===== config.mk =====
export PLATFORM = sky130hd
export DESIGN_NAME = pio_map
export DESIGN_NICKNAME = d
export VERILOG_FILES = /design/src/common/pio_pkg.sv /design/src/verilog/pio_map.sv
export SDC_FILE = /design/constraint.sdc
export NUM_CORES = 1
export LEC_CHECK = 0
export CAP_MARGIN = 10
export CORE_ASPECT_RATIO = 1.1
export CORE_MARGIN = 2
export CORE_UTILIZATION = 55
export DETAILED_ROUTE_END_ITERATION = 8
export DONT_BUFFER_PORTS = 1
export PLACE_DENSITY = 0.74
export REMOVE_ABC_BUFFERS = 1
export SYNTH_ARGS = -nofsm -noshare
export SYNTH_HDL_FRONTEND = slang
export SYNTH_SLANG_ARGS = --single-unit

===== constraint.sdc =====
create_clock -name clk_sys -period 7.6 [get_ports clk_sys]
set_clock_uncertainty 0.1 [all_clocks]
set_input_delay 2.28 -clock clk_sys [delete_from_list [all_inputs] [get_ports clk_sys]]
set_output_delay 2.28 -clock clk_sys [all_outputs]
set_load 0.005 [all_outputs]

===== src/common/pio_pkg.sv =====
// Purpose: shared constants and types for the peripheral register map decode
// Assumes: 12-bit data-memory addresses, 4-bit nibble storage per address
// Notes: byte registers are addressed by their even nibble address
package pio_pkg;

  // peripheral window limits
  localparam logic [11:0] AD_IO_LO = 12'hF80;
  localparam logic [11:0] AD_IO_HI = 12'hFFF;
  localparam logic [11:0] AD_FBIT_LO = 12'hFB0;
  localparam logic [11:0] AD_FBIT_HI = 12'hFBF;

  // register addresses
  localparam logic [11:0] AD_SP = 12'hF80;
  localparam logic [11:0] AD_BTM = 12'hF85;
  localparam logic [11:0] AD_BT = 12'hF86;
  localparam logic [11:0] AD_PCC = 12'hFB3;
  localparam logic [11:0] AD_IM0 = 12'hFB4;
  localparam logic [11:0] AD_FLAG_BT = 12'hFB8;
  localparam logic [11:0] AD_FLAG_CSI = 12'hFBD;
  localparam logic [11:0] AD_FLAG_INT0 = 12'hFBE;
  localparam logic [11:0] AD_FLAG_INT2 = 12'hFBF;
  localparam logic [11:0] AD_CLOCK_OUTPUT_MODE = 12'hFD0;
  localparam logic [11:0] AD_PULLUP_SELECT_GROUP_A = 12'hFDC;
  localparam logic [11:0] AD_SERIAL_OPERATION_MODE = 12'hFE0;
  localparam logic [11:0] AD_SERIAL_OPERATION_MODE_HI = 12'hFE1;
  localparam logic [11:0] AD_SERIAL_BUS_CONTROL_LO = 12'hFE2;
  localparam logic [11:0] AD_SERIAL_BUS_CONTROL_HI = 12'hFE3;
  localparam logic [11:0] AD_SIO = 12'hFE4;
  localparam logic [11:0] AD_SVA = 12'hFE6;
  localparam logic [11:0] AD_PORT_DIRECTION_GROUP_A = 12'hFE8;
  localparam logic [11:0] AD_PORT_DIRECTION_GROUP_B = 12'hFEC;

  // fixed bits and flag layout
  localparam int unsigned SP_FIXED_BIT = 0;
  localparam int unsigned IM0_FIXED_BIT = 2;
  localparam int unsigned FLAG_IE_BIT = 1;
  localparam int unsigned FLAG_RQ_BIT = 0;

  // interrupt source indices
  localparam int unsigned IRQ_N = 4;
  localparam logic [1:0] IRQ_BT = 2'h0;
  localparam logic [1:0] IRQ_CSI = 2'h1;
  localparam logic [1:0] IRQ_INT0 = 2'h2;
  localparam logic [1:0] IRQ_INT2 = 2'h3;

  // serial status input lanes
  localparam int unsigned ST_SERIAL_OPERATION_MODE_B2 = 0;
  localparam int unsigned ST_SERIAL_BUS_CONTROL_B2 = 1;
  localparam int unsigned ST_SERIAL_BUS_CONTROL_B3 = 2;
  localparam int unsigned ST_SERIAL_BUS_CONTROL_B6 = 3;

  // per-bit access masks
  localparam logic [3:0] MASK_ALL = 4'hF;
  localparam logic [3:0] MASK_NONE = 4'h0;
  localparam logic [3:0] MASK_FLAG = 4'h3;
  localparam logic [3:0] SERIAL_OPERATION_MODE_HI_R = 4'h4;
  localparam logic [3:0] SERIAL_OPERATION_MODE_HI_W = 4'hA;
  localparam logic [3:0] SERIAL_BUS_CONTROL_LO_R = 4'hC;
  localparam logic [3:0] SERIAL_BUS_CONTROL_LO_W = 4'h3;
  localparam logic [3:0] SERIAL_BUS_CONTROL_HI_R = 4'hE;
  localparam logic [3:0] SERIAL_BUS_CONTROL_HI_W = 4'hB;
  localparam logic [3:0] NIB_ZERO = 4'h0;
  localparam logic [3:0] NIB_ONE = 4'h1;

  // access kinds and bit operations
  typedef enum logic [1:0] {ACC_MBIT = 2'h0, ACC_FBIT = 2'h1, ACC_NIB = 2'h2, ACC_BYTE = 2'h3} pio_acc_t;
  typedef enum logic [2:0] {
    OP_SET = 3'h0, OP_CLR = 3'h1, OP_TEST = 3'h2, OP_AND = 3'h3,
    OP_OR = 3'h4, OP_XOR = 3'h5, OP_TCLR = 3'h6
  } pio_bop_t;

  // what an address allows
  typedef struct packed {
    logic bit_ok;
    logic fbit_ok;
    logic nib_r;
    logic nib_w;
    logic byte_r;
    logic byte_w;
    logic [3:0] rmask;
    logic [3:0] wmask;
  } pio_cap_t;

endpackage


===== src/verilog/pio_map.sv =====
// Purpose: peripheral register bank behind the data-memory path, F80H..FFFH
// Assumes: one request per cycle from the cpu core on clk_sys, answered next cycle
// Notes: port data registers from FF0H up live elsewhere and are refused here

module pio_map
  import pio_pkg::*;
(
  input wire logic clk_sys,
  input wire logic reset,
  input wire logic req,
  input wire logic [11:0] req_addr,
  input wire pio_pkg::pio_acc_t req_kind,
  input wire logic req_write,
  input wire pio_pkg::pio_bop_t req_op,
  input wire logic [1:0] req_bit,
  input wire logic [7:0] req_wdata,
  input wire logic req_carry,
  output logic ack_r,
  output logic refused_r,
  output logic [7:0] rd_data_r,
  output logic bit_res_r,
  input wire logic [7:0] interval_timer_count,
  input wire logic [7:0] serial_shift_in,
  input wire logic [3:0] serial_status,
  input wire logic [3:0] irq_set,
  output logic [7:0] stack_pointer_r,
  output logic [3:0] interval_timer_mode_r,
  output logic [3:0] processor_clock_control_r,
  output logic [3:0] ext_int0_edge_mode_r,
  output logic [3:0] interrupt_enable_flag_r,
  output logic [3:0] interrupt_request_flag_r,
  output logic [3:0] clock_output_mode_r,
  output logic [7:0] pullup_select_group_a_r,
  output logic [7:0] serial_operation_mode_r,
  output logic [7:0] serial_bus_control_r,
  output logic [7:0] serial_shift_data_r,
  output logic serial_shift_load_r,
  output logic [7:0] serial_slave_address_r,
  output logic [7:0] port_direction_group_a_r,
  output logic [7:0] port_direction_group_b_r
);

  // whole module state
  typedef struct packed {
    logic [7:0] sp;
    logic [3:0] interval_timer_mode;
    logic [3:0] processor_clock_control;
    logic [3:0] im0;
    logic [3:0] ie;
    logic [3:0] rq;
    logic [3:0] clock_output_mode;
    logic [7:0] pullup_select_group_a;
    logic [7:0] serial_operation_mode;
    logic [7:0] serial_bus_control;
    logic [7:0] serial_shift_data;
    logic sio_load;
    logic [7:0] serial_slave_address;
    logic [7:0] port_direction_group_a;
    logic [7:0] port_direction_group_b;
    logic [7:0] rd_data;
    logic bit_res;
    logic ack;
    logic refused;
  } pio_state_t;

  pio_state_t state_r, state_nxt;

  // same byte pair as a register base
  function automatic logic same_pair(input logic [11:0] a, input logic [11:0] base);
    same_pair = (a[11:1] == base[11:1]);
  endfunction
  // merge masked bits of a nibble
  function automatic logic [3:0] mrg(input logic [3:0] old, input logic [3:0] d, input logic [3:0] m);
    mrg = (old & ~m) | (d & m);
  endfunction
  // merge into one nibble of a byte
  function automatic logic [7:0] mrg8(input logic [7:0] old, input logic hi, input logic [3:0] d,
                                      input logic [3:0] m);
    if (hi) begin
      mrg8 = {mrg(old[7:4], d, m), old[3:0]};
    end else begin
      mrg8 = {old[7:4], mrg(old[3:0], d, m)};
    end
  endfunction
  // pick one nibble of a byte
  function automatic logic [3:0] pick(input logic [7:0] v, input logic hi);
    pick = hi ? v[7:4] : v[3:0];
  endfunction
  // flag register to interrupt source index
  function automatic logic [2:0] flag_idx(input logic [11:0] a);
    if (a == AD_FLAG_BT) begin
      flag_idx = {1'h1, IRQ_BT};
    end else if (a == AD_FLAG_CSI) begin
      flag_idx = {1'h1, IRQ_CSI};
    end else if (a == AD_FLAG_INT0) begin
      flag_idx = {1'h1, IRQ_INT0};
    end else if (a == AD_FLAG_INT2) begin
      flag_idx = {1'h1, IRQ_INT2};
    end else begin
      flag_idx = {1'h0, IRQ_BT};
    end
  endfunction

  // address decode: allowed widths and bit masks
  function automatic pio_cap_t cap_of(input logic [11:0] a);
    pio_cap_t c;
    c = '0;
    if (a < AD_IO_LO || a > AD_IO_HI) begin
      c = '0;
    end else if (a == AD_BTM || a == AD_PCC || a == AD_IM0 || a == AD_CLOCK_OUTPUT_MODE) begin
      c.nib_w = 1'h1;
      c.wmask = MASK_ALL;
    end else if (a == AD_BT) begin
      c.byte_r = 1'h1;
      c.rmask = MASK_ALL;
    end else if (flag_idx(a) >= {1'h1, IRQ_BT}) begin
      c.bit_ok = 1'h1;
      c.fbit_ok = (a >= AD_FBIT_LO && a <= AD_FBIT_HI);
      c.nib_r = 1'h1;
      c.nib_w = 1'h1;
      c.rmask = MASK_ALL;
      c.wmask = MASK_FLAG;
    end else if (a == AD_SP || a == AD_PULLUP_SELECT_GROUP_A || a == AD_SERIAL_OPERATION_MODE || a == AD_SVA || a == AD_PORT_DIRECTION_GROUP_A || a == AD_PORT_DIRECTION_GROUP_B) begin
      c.byte_w = 1'h1;
      c.wmask = MASK_ALL;
    end else if (a == AD_SERIAL_OPERATION_MODE_HI) begin
      c.bit_ok = 1'h1;
      c.rmask = SERIAL_OPERATION_MODE_HI_R;
      c.wmask = SERIAL_OPERATION_MODE_HI_W;
    end else if (a == AD_SERIAL_BUS_CONTROL_LO) begin
      c.bit_ok = 1'h1;
      c.rmask = SERIAL_BUS_CONTROL_LO_R;
      c.wmask = SERIAL_BUS_CONTROL_LO_W;
    end else if (a == AD_SERIAL_BUS_CONTROL_HI) begin
      c.bit_ok = 1'h1;
      c.rmask = SERIAL_BUS_CONTROL_HI_R;
      c.wmask = SERIAL_BUS_CONTROL_HI_W;
    end else if (a == AD_SIO) begin
      c.byte_r = 1'h1;
      c.byte_w = 1'h1;
      c.rmask = MASK_ALL;
      c.wmask = MASK_ALL;
    end
    cap_of = c;
  endfunction

  // readable view of one nibble address
  function automatic logic [3:0] get_nib(input pio_state_t s, input logic [11:0] a, input logic [7:0] bt,
                                         input logic [7:0] sin, input logic [3:0] st);
    logic [2:0] fi;
    fi = flag_idx(a);
    get_nib = NIB_ZERO;
    if (same_pair(a, AD_BT)) begin
      get_nib = pick(bt, a[0]);
    end else if (fi[2]) begin
      get_nib = {2'h0, s.ie[fi[1:0]], s.rq[fi[1:0]]};
    end else if (a == AD_SERIAL_OPERATION_MODE_HI) begin
      get_nib = {1'h0, st[ST_SERIAL_OPERATION_MODE_B2], 2'h0};
    end else if (a == AD_SERIAL_BUS_CONTROL_LO) begin
      get_nib = {st[ST_SERIAL_BUS_CONTROL_B3], st[ST_SERIAL_BUS_CONTROL_B2], 2'h0};
    end else if (a == AD_SERIAL_BUS_CONTROL_HI) begin
      get_nib = (pick(s.serial_bus_control, 1'h1) & SERIAL_BUS_CONTROL_HI_R & SERIAL_BUS_CONTROL_HI_W) | {1'h0, st[ST_SERIAL_BUS_CONTROL_B6], 2'h0};
    end else if (same_pair(a, AD_SIO)) begin
      get_nib = pick(sin, a[0]);
    end
  endfunction

  // store masked bits into one nibble address
  function automatic pio_state_t put_nib(input pio_state_t s, input logic [11:0] a, input logic [3:0] d,
                                         input logic [3:0] m);
    pio_state_t t;
    logic [2:0] fi;
    t = s;
    fi = flag_idx(a);
    if (same_pair(a, AD_SP)) begin
      t.sp = mrg8(s.sp, a[0], d, m);
      t.sp[SP_FIXED_BIT] = 1'h0;
    end else if (a == AD_BTM) begin
      t.interval_timer_mode = mrg(s.interval_timer_mode, d, m);
    end else if (a == AD_PCC) begin
      t.processor_clock_control = mrg(s.processor_clock_control, d, m);
    end else if (a == AD_IM0) begin
      t.im0 = mrg(s.im0, d, m);
      t.im0[IM0_FIXED_BIT] = 1'h0;
    end else if (fi[2]) begin
      if (m[FLAG_IE_BIT]) begin
        t.ie[fi[1:0]] = d[FLAG_IE_BIT];
      end
      if (m[FLAG_RQ_BIT]) begin
        t.rq[fi[1:0]] = d[FLAG_RQ_BIT];
      end
    end else if (a == AD_CLOCK_OUTPUT_MODE) begin
      t.clock_output_mode = mrg(s.clock_output_mode, d, m);
    end else if (same_pair(a, AD_PULLUP_SELECT_GROUP_A)) begin
      t.pullup_select_group_a = mrg8(s.pullup_select_group_a, a[0], d, m);
    end else if (same_pair(a, AD_SERIAL_OPERATION_MODE)) begin
      t.serial_operation_mode = mrg8(s.serial_operation_mode, a[0], d, m);
    end else if (same_pair(a, AD_SERIAL_BUS_CONTROL_LO)) begin
      t.serial_bus_control = mrg8(s.serial_bus_control, a[0], d, m);
    end else if (same_pair(a, AD_SIO)) begin
      t.serial_shift_data = mrg8(s.serial_shift_data, a[0], d, m);
    end else if (same_pair(a, AD_SVA)) begin
      t.serial_slave_address = mrg8(s.serial_slave_address, a[0], d, m);
    end else if (same_pair(a, AD_PORT_DIRECTION_GROUP_A)) begin
      t.port_direction_group_a = mrg8(s.port_direction_group_a, a[0], d, m);
    end else if (same_pair(a, AD_PORT_DIRECTION_GROUP_B)) begin
      t.port_direction_group_b = mrg8(s.port_direction_group_b, a[0], d, m);
    end
    put_nib = t;
  endfunction

  // next state: one access per cycle, answered by the following edge
  always_comb begin
    pio_cap_t c;
    logic [11:0] hi_addr;
    logic [3:0] onehot;
    logic [3:0] cur;
    logic bit_rd_ok;
    logic bit_wr_ok;
    logic bit_val;
    c = cap_of(req_addr);
    hi_addr = {req_addr[11:1], 1'h1};
    onehot = NIB_ONE << req_bit;
    cur = get_nib(state_r, req_addr, interval_timer_count, serial_shift_in, serial_status);
    bit_rd_ok = |(c.rmask & onehot);
    bit_wr_ok = |(c.wmask & onehot);
    bit_val = |(cur & onehot & c.rmask);
    state_nxt = state_r;
    state_nxt.ack = 1'h0;
    state_nxt.refused = 1'h0;
    state_nxt.sio_load = 1'h0;
    state_nxt.bit_res = 1'h0;
    state_nxt.rd_data = 8'h00;
    if (req) begin
      state_nxt.ack = 1'h1;
      case (req_kind)
        ACC_BYTE: begin
          if (req_addr[0] || !(req_write ? c.byte_w : c.byte_r)) begin
            state_nxt.refused = 1'h1;
          end else if (req_write) begin
            state_nxt = put_nib(state_nxt, req_addr, req_wdata[3:0], MASK_ALL);
            state_nxt = put_nib(state_nxt, hi_addr, req_wdata[7:4], MASK_ALL);
            state_nxt.sio_load = (req_addr == AD_SIO);
          end else begin
            state_nxt.rd_data = {get_nib(state_r, hi_addr, interval_timer_count, serial_shift_in, serial_status),
                                 cur};
          end
        end
        ACC_NIB: begin
          if (!(req_write ? c.nib_w : c.nib_r)) begin
            state_nxt.refused = 1'h1;
          end else if (req_write) begin
            state_nxt = put_nib(state_nxt, req_addr, req_wdata[3:0], c.wmask);
          end else begin
            state_nxt.rd_data = {NIB_ZERO, cur};
          end
        end
        default: begin
          if (req_kind == ACC_MBIT && (!c.bit_ok || req_op > OP_TEST)) begin
            state_nxt.refused = 1'h1;
          end else if (req_kind == ACC_FBIT && !c.fbit_ok) begin
            state_nxt.refused = 1'h1;
          end else begin
            case (req_op)
              OP_SET, OP_CLR: begin
                state_nxt.refused = !bit_wr_ok;
                state_nxt = put_nib(state_nxt, req_addr, (req_op == OP_SET) ? MASK_ALL : NIB_ZERO, onehot & c.wmask);
              end
              OP_TEST, OP_AND, OP_OR, OP_XOR: begin
                state_nxt.refused = !bit_rd_ok;
                state_nxt.bit_res = (req_op == OP_TEST) ? bit_val : (req_op == OP_AND) ? (req_carry & bit_val) :
                                    (req_op == OP_OR) ? (req_carry | bit_val) : (req_carry ^ bit_val);
              end
              OP_TCLR: begin
                state_nxt.refused = !(bit_rd_ok && bit_wr_ok);
                state_nxt.bit_res = bit_val;
                state_nxt = put_nib(state_nxt, req_addr, NIB_ZERO, onehot & c.wmask);
              end
              default: begin
                state_nxt.refused = 1'h1;
              end
            endcase
          end
        end
      endcase
    end
    // request events win over a clear in the same cycle
    state_nxt.rq = state_nxt.rq | irq_set;
  end

  // state register, synchronous reset
  always_ff @(posedge clk_sys) begin
    if (reset) begin
      state_r <= '0;
    end else begin
      state_r <= state_nxt;
    end
  end

  // outputs straight from state flops
  assign ack_r = state_r.ack;
  assign refused_r = state_r.refused;
  assign rd_data_r = state_r.rd_data;
  assign bit_res_r = state_r.bit_res;
  assign stack_pointer_r = state_r.sp;
  assign interval_timer_mode_r = state_r.interval_timer_mode;
  assign processor_clock_control_r = state_r.processor_clock_control;
  assign ext_int0_edge_mode_r = state_r.im0;
  assign interrupt_enable_flag_r = state_r.ie;
  assign interrupt_request_flag_r = state_r.rq;
  assign clock_output_mode_r = state_r.clock_output_mode;
  assign pullup_select_group_a_r = state_r.pullup_select_group_a;
  assign serial_operation_mode_r = state_r.serial_operation_mode;
  assign serial_bus_control_r = state_r.serial_bus_control;
  assign serial_shift_data_r = state_r.serial_shift_data;
  assign serial_shift_load_r = state_r.sio_load;
  assign serial_slave_address_r = state_r.serial_slave_address;
  assign port_direction_group_a_r = state_r.port_direction_group_a;
  assign port_direction_group_b_r = state_r.port_direction_group_b;

endmodule


==> results of run 1 <==
through the flow:
step	setup slack (ns)	std cells
3_3_place_gp	1.80	966
2_1_floorplan	1.55	797
3_5_place_dp	1.74	966
5_1_grt	1.81	981
4_1_cts	2.08	981
6_report	2.03	981
worst paths after layout:
kind	start	end	depth (start not counted)
worst min-delay path	stack_pointer_r[7]	stack_pointer_r[7]	2
worst min register to register	stack_pointer_r[7]	stack_pointer_r[7]	2
worst max register to register	interrupt_request_flag_r[1]	bit_res_r	12
worst max-delay path	req_addr[11]	bit_res_r	12
area by class of cell:
type | instances | area (um^2) | share of cell area [%]
Clock inverter | 5 | 108 | 1.49
Inverter | 19 | 71.3 | 0.985
Tap cell | 154 | 193 | 2.66
Sequential cell | 98 | 1960 | 27.1
Clock buffer | 10 | 239 | 3.30
Timing Repair Buffer | 15 | 113 | 1.56
Multi-Input combinational cell | 680 | 4550 | 62.9
cells by family (layout without fill, tap and decap cells):
group	after synthesis	in the layout	share of synthesized area, %
simple gates	334	334	27.3
compound gates	302	302	32.3
flops	98	98	28.6
buf+inv	83	49	5.27
mux	38	38	5.80
fa+ha+maj	3	3	0.547
other cells	1	2	0.0546
xor+xnor	1	1	0.128
power groups by stage:
stage	Clock [W]	Sequential [W]	Combinational (W)
finish	0.000545	0.000523	0.000103
global route	0.000557	0.000523	0.000109
detailed placement	0	0.000535	0.0000987
floorplan	0	0.000532	0.0000718
CTS	0.000543	0.000523	0.0000993
global placement	0	0.000535	0.0000976
flip-flops by register name, summed over array words and instances, names as in the netlist, 3 cells and up:
| register | flops |
|---|---|
| port_direction_group_a_r | 8 |
| pullup_select_group_a_r | 8 |
| clock_output_mode_r | 4 |
| ext_int0_edge_mode_r | 3 |
| serial_shift_data_r | 8 |
| serial_slave_address_r | 8 |
| serial_bus_control_r | 8 |
| serial_operation_mode_r | 8 |
| rd_data_r | 8 |
| processor_clock_control_r | 4 |
| interval_timer_mode_r | 4 |
| interrupt_enable_flag_r | 4 |
| stack_pointer_r | 7 |
| port_direction_group_b_r | 8 |
| interrupt_request_flag_r | 4 |
routing by layer:
metal | share of wire [%] | up-vias | track usage, %
met1 | 38 | 3611 | 52.5
met3 | 12 | 114 | 10.0
met4 | 5.7 | 2 | 23.2
met2 | 45 | 618 | 67.0
li1 | - | 3272 | -
met5 | 0.045 | - | 0
worst max-delay path, cell delays in order:
cell,delay [ns]
nand4_1,0.62
a211oi_1,0.76
a211oi_1,0.19
a21o_1,0.25
o32a_1,0.35
nand3_1,0.12
inv_1,0.05
ha_1,0.31
or3_1,0.34
o2111ai_1,0.14
a32oi_1,0.10
o211a_1,0.21
cells in the final DEF (no fill, tap or decap), types with 5 or more instances in the layout:
| cell type | count |
|---|---|
| a2111oi_0 | 5 |
| a211o_1 | 6 |
| a211oi_1 | 16 |
| a21oi_1 | 58 |
| a221oi_1 | 6 |
| a31oi_1 | 23 |
| a32oi_1 | 11 |
| and2_1 | 6 |
| and3_1 | 10 |
| buf_4 | 15 |
| clkbuf_16 | 9 |
| dfxtp_1 | 98 |
| inv_1 | 17 |
| mux2_2 | 14 |
| mux2i_1 | 24 |
| nand2_1 | 64 |
| nand2b_1 | 12 |
| nand3_1 | 33 |
| nand4_1 | 5 |
| nand4b_1 | 7 |
| nor2_1 | 68 |
| nor2b_1 | 9 |
| nor3_1 | 47 |
| nor3b_1 | 5 |
| nor4_1 | 10 |
| o211ai_1 | 18 |
| o21ai_0 | 35 |
| o21ai_1 | 7 |
| o22ai_1 | 5 |
| o2bb2ai_1 | 31 |
| o31ai_1 | 8 |
| o32ai_1 | 7 |
| o41ai_1 | 5 |
| or2_2 | 10 |
| or3_1 | 7 |
==> out/metrics.csv, run 1 <==
stage;metric;value;unit
outcome;status;finished, final reports clean;
critical_path;cp-start-kind;primary input;
die;ioPinCount;156;
cells_and_area;nNetsFinal;882;
die;die_area;0.0134;mm^2
clocking;insertion_delay;0.36;ns
synth;avgSynthCellArea;7.98;um^2
die;coreArea;0.0121;mm^2
critical_path;rrSetupSlack;4.56;ns
route;firstDrtPassIters;6;
timing;rsz0062_at_grt;false;
clocking;cts_buffer_depth;2;
placement;gp_congestion;1.01;
pwr;power_density;162;mW/mm^2
pwr;p_leak;2.26;nW
global_route;grt_max_degree;45;
synth;synth.ff_latch_count;98;
synth;netlist_area;0.00686;mm^2
die;initial_utilization;56.8;%
pwr;p_comb_share;8.8;%
global_route;grt_pass1_vias;7165;
pwr;p_seq_share;44.7;%
cells_and_area;area_growth;5.45;%
clocking;cts_buffers;9;
global_route;grt_first_pass_wirelength;43600;um
route;routed-via-count;7617;
clocking;h-tree-depth;3;
timing;drv_slew;0;
route;wirelength;28900;um
synth;synthTopCellsByCount;dfxtp_1 (98), nor2_1 (68), nand2_1 (64);
pwr;power;0.00117;W
synth;synth_warnings;0;
placement;io_buffers;0;
clocking;cts.clk_slew.worst_paths;0.07;ns
cells_and_area;diodes;0;
clocking;cts_resized;0;
cells_and_area;drive_gt1_share;11.2;%
die;die_h;121;um
synth;yosys-top-cells-area;dfxtp_1 (29%), a21oi_1 (4.2%), o2bb2ai_1 (4.0%), nor2_1 (3.7%), mux2i_1 (3.5%);
clocking;cts_root_buffer;clkbuf_16;
route;detail_route.wl_per_cell;29.5;um
critical_path;end_kind;flop;
route;viasPerCell;7.76;
route;final_antenna_net_count;0;
pwr;clockPowerShare;46.5;%
timing;hold_viol;0;
critical_path;worst-path-max-fanout;16;
pwr;p_int;0.000883;W
die;rows;42;
clocking;cts_tree;done;
cells_and_area;postLayoutCellArea;0.00724;mm^2
timing;min_period;5.57;ns
synth;synthArstFlopShare;0;%
clocking;cts_setup_buffers;0;
synth;yosysTopAreaCell;dfxtp_1;
pwr;netSwitchingFraction;24.6;%
die;die_x;111;um
timing;post-route-period-util;73.3;%
timing;slew-limit-headroom;11.6;%
clocking;cts_sinks;98;
timing;maxClockFrequency;179;MHz
synth;synthFlopType;dfxtp_1;
global_route;grt-ovfl-total;0;
placement;dpl.hpwl;21300;um
timing;setup-tns-final;0;ns
timing;hold_ws;0.372;ns
synth;synthCells;860;
cells_and_area;nFillCells;1113;
timing;setup_violations;0;
flow_run;cap_violations;0;
critical_path;worstPathRequired;7.75;ns
placement;place_area;0.00689;mm^2
synth;synth_edf_count;0;
global_route;grt_usage;42.0;%
cells_and_area;fin_util;59.9;%
pwr;p_switching;0.000288;W
synth;synth_top_area_share;28.6;%
synth;ys_seq_area_share;28.6;%
critical_path;arrival;5.72;ns
clocking;holdBufCountCts;0;
route;drt-initial-drc-count;1053;
timing;worstMarginPinSlew;1.31;ns
pwr;vdd_ir_drop_max;0.000156;V
synth;yosysMostFrequentCell;dfxtp_1;
synth;ys_types;100;
route;drc_errors;0;
critical_path;crit_type;in -> reg;
global_route;antenna_found_initial;1;
worst_hold_path;hold_path_class;reg -> reg;
Note: power is estimated with default switching activity, not from simulation.
==> inputs of run 2 (changes only) <==
- clock period: 7.6 -> 5.6 ns (I/O delays scaled with it)
==> out/metrics.csv, run 2 (synthesis gave the netlist of run 1 again) <==
stage;metric;value;unit;change
critical_path;cp-start-kind;primary input;;
clocking;cts_sinks;98;;unchanged
clocking;cts_resized;0;;unchanged
die;die_h;121;um;unchanged
global_route;grt_usage;41.6;%;-0.38 points
die;initial_utilization;56.8;%;unchanged
pwr;power;0.00159;W;+35%
critical_path;worstPathRequired;5.75;ns;-2.00 ns
timing;layout_setup_ws;0.921;ns;-1.11 ns
critical_path;cp_cell_sequence;nor4b_1 > nand4_1 > o22ai_1 > a21oi_1 > o32a_1 > nand3_1 > inv_1 > ha_1 > or3_1 > o2111ai_1 > a32oi_1 > o211a_1;;
clocking;cts_root_buffer;clkbuf_16;;
clocking;cts_buffers;9;;unchanged
worst_hold_path;hold-path-cell-count;2;;unchanged
pwr;power_density;217;mW/mm^2;+34%
cells_and_area;multi_input_area;0.00456;mm^2;about the same
critical_path;crit_slowest_cell;nor4b_1;;
route;routed-via-count;7576;;-0.54%
die;coreArea;0.0121;mm^2;unchanged
global_route;met1_usage;50.9;%;-1.6 points
placement;place_area;0.00696;mm^2;+1.0%
timing;setup-tns-final;0;ns;unchanged
die;rows;42;;unchanged
critical_path;rrSetupSlack;2.57;ns;-1.99 ns
cells_and_area;nNetsFinal;891;;+1.0%
clocking;holdBufCountCts;0;;unchanged
global_route;grt_busiest_layer;met2;;
placement;pre_cts_slack;0.640;ns;-1.10 ns
placement;io_buffers;0;;unchanged
die;die_area;0.0134;mm^2;unchanged
route;drt-initial-drc-count;1030;;-2.2%
cells_and_area;diodes;0;;unchanged
timing;worstMarginPinSlew;1.30;ns;-0.0107 ns
timing;maxClockFrequency;214;MHz;
critical_path;slowest_delay;0.64;ns;-0.12 ns
route;detail_route.wl_per_cell;29.1;um;-1.3%
global_route;grt-ovfl-total;0;;unchanged
worst_hold_path;hold_end;serial_shift_data_r[6];;
timing;min_period;4.68;ns;
timing;setup_violations;0;;unchanged
worst_hold_path;min_from;serial_shift_data_r[6];;
timing;slew-limit-headroom;12.8;%;+1.2 points
cells_and_area;seqCellArea;0.00196;mm^2;unchanged
route;wirelength;28800;um;-0.43%
timing;post-route-period-util;83.6;%;
route;final_antenna_net_count;0;;unchanged
critical_path;r2r.worst_path.cells;12;;unchanged
global_route;grt_pass1_vias;7181;;+0.22%
global_route;grtUsageMet2;67.9;%;+0.84 points
route;firstDrtPassIters;5;;-1
timing;hold_viol;0;;unchanged
clocking;cts_buffer_depth;2;;unchanged
pwr;vdd_ir_drop_max;0.000170;V;+8.8%
worst_hold_path;hold_path_class;reg -> reg;;
cells_and_area;postLayoutCellArea;0.00731;mm^2;+0.99%
critical_path;r2r_start;interrupt_request_flag_r[1];;
route;viasPerCell;7.65;;-1.4%
cells_and_area;nFillCells;1093;;-1.8%
clocking;cts_setup_buffers;0;;unchanged
pwr;p_leak;2.31;nW;+2.2%
critical_path;worst-path-max-fanout;38;;+22
critical_path;crit_type;in -> reg;;
global_route;gr-usage-met3;10.9;%;+0.85 points
global_route;grt_max_degree;45;;unchanged
outcome;status;finished, final reports clean;;
placement;gp_congestion;0.990;;-2.1%
cells_and_area;layout_commonest_cell;dfxtp_1;;
route;drc_errors;0;;unchanged
placement;dpl.hpwl;21400;um;+0.50%
timing;drv_slew;0;;unchanged
timing;rsz0062_at_grt;false;;
global_route;grt_first_pass_wirelength;43100;um;-1.2%
flow_run;cap_violations;0;;unchanged
clocking;insertion_delay;0.36;ns;about the same
critical_path;r2r_end;bit_res_r;;
cells_and_area;area_growth;6.49;%;
die;die_x;111;um;unchanged
clocking;h-tree-depth;3;;unchanged
critical_path;end_kind;flop;;
cells_and_area;most-common-layout-cells;dfxtp_1 (98), nor2_1 (68), nand2_1 (64);;
die;ioPinCount;156;;unchanged
clocking;cts.clk_slew.worst_paths;0.07;ns;about the same
critical_path;arrival;4.83;ns;-0.89 ns
cells_and_area;drive_gt1_share;12.3;%;+1.1 points
clocking;cts_tree;done;;
global_route;antenna_found_initial;0;;-1
==> run 2: cell types whose count changed in the layout (fill, tap and decap cells not counted), sizes merged <==
cell,before,now
buf,15,24
==> run 2: cell type report <==
| type | count | area share [%] |
|---|---|---|
| clock inverters | 5 | 1.47 |
| repair buffers | 24 | 2.47 |
| flip-flops and latches | 98 | 26.8 |
| clock buffers | 10 | 3.27 |
| inverters | 19 | 0.976 |
| multi-input cells | 680 | 62.3 |
| well taps | 154 | 2.64 |
==> run 2: per-layer routing <==
metal | up-vias | share of wire, % | wire [um]
met2 | 561 | 46 | 13200
li1 | 3310 | - | -
met1 | 3610 | 38 | 11000
met4 | 0 | 5.0 | 1430
met3 | 95 | 11 | 3130
met5 | - | 0 | 0
==> run 2: worst max-delay path by stage <==
stage / startpoint / end / slack (ns) / cells past startpoint
final: req_addr[1] / bit_res_r / 0.92 / 12
after global routing: req_addr[1] / bit_res_r / 0.82 / 12
after CTS: req_addr[1] / bit_res_r / 0.99 / 12
after detailed placement: req_addr[1] / bit_res_r / 0.64 / 12
after global placement: req_addr[5] / bit_res_r / 0.78 / 12
after floorplan: req_addr[11] / bit_res_r / 0.15 / 12
==> run 2: power breakdown <==
group          total (W)  switching, W  leakage, nW  internal (W)
combinational   0.000141     0.0000937         1.35     0.0000475
sequential      0.000711    0.00000920        0.791      0.000702
clock           0.000734      0.000284        0.170      0.000450
total            0.00159      0.000387         2.31       0.00120
==> run 2: stage by stage <==
step,hold WS (ns),utilization (%),std cells
5_1_grt,0.399,60.5,990
3_5_place_dp,0.371,57.6,975
4_1_cts,0.382,60.5,990
2_1_floorplan,0.342,-,797
6_report,0.381,60.5,990
3_3_place_gp,0.361,57.6,975
==> run 2: critical path, delay by kind of cell <==
family | cells | cell delay, ns
simple gates | 4 | 1.54
fa+ha+maj | 1 | 0.31
buf+inv | 1 | 0.05
compound gates | 6 | 1.24
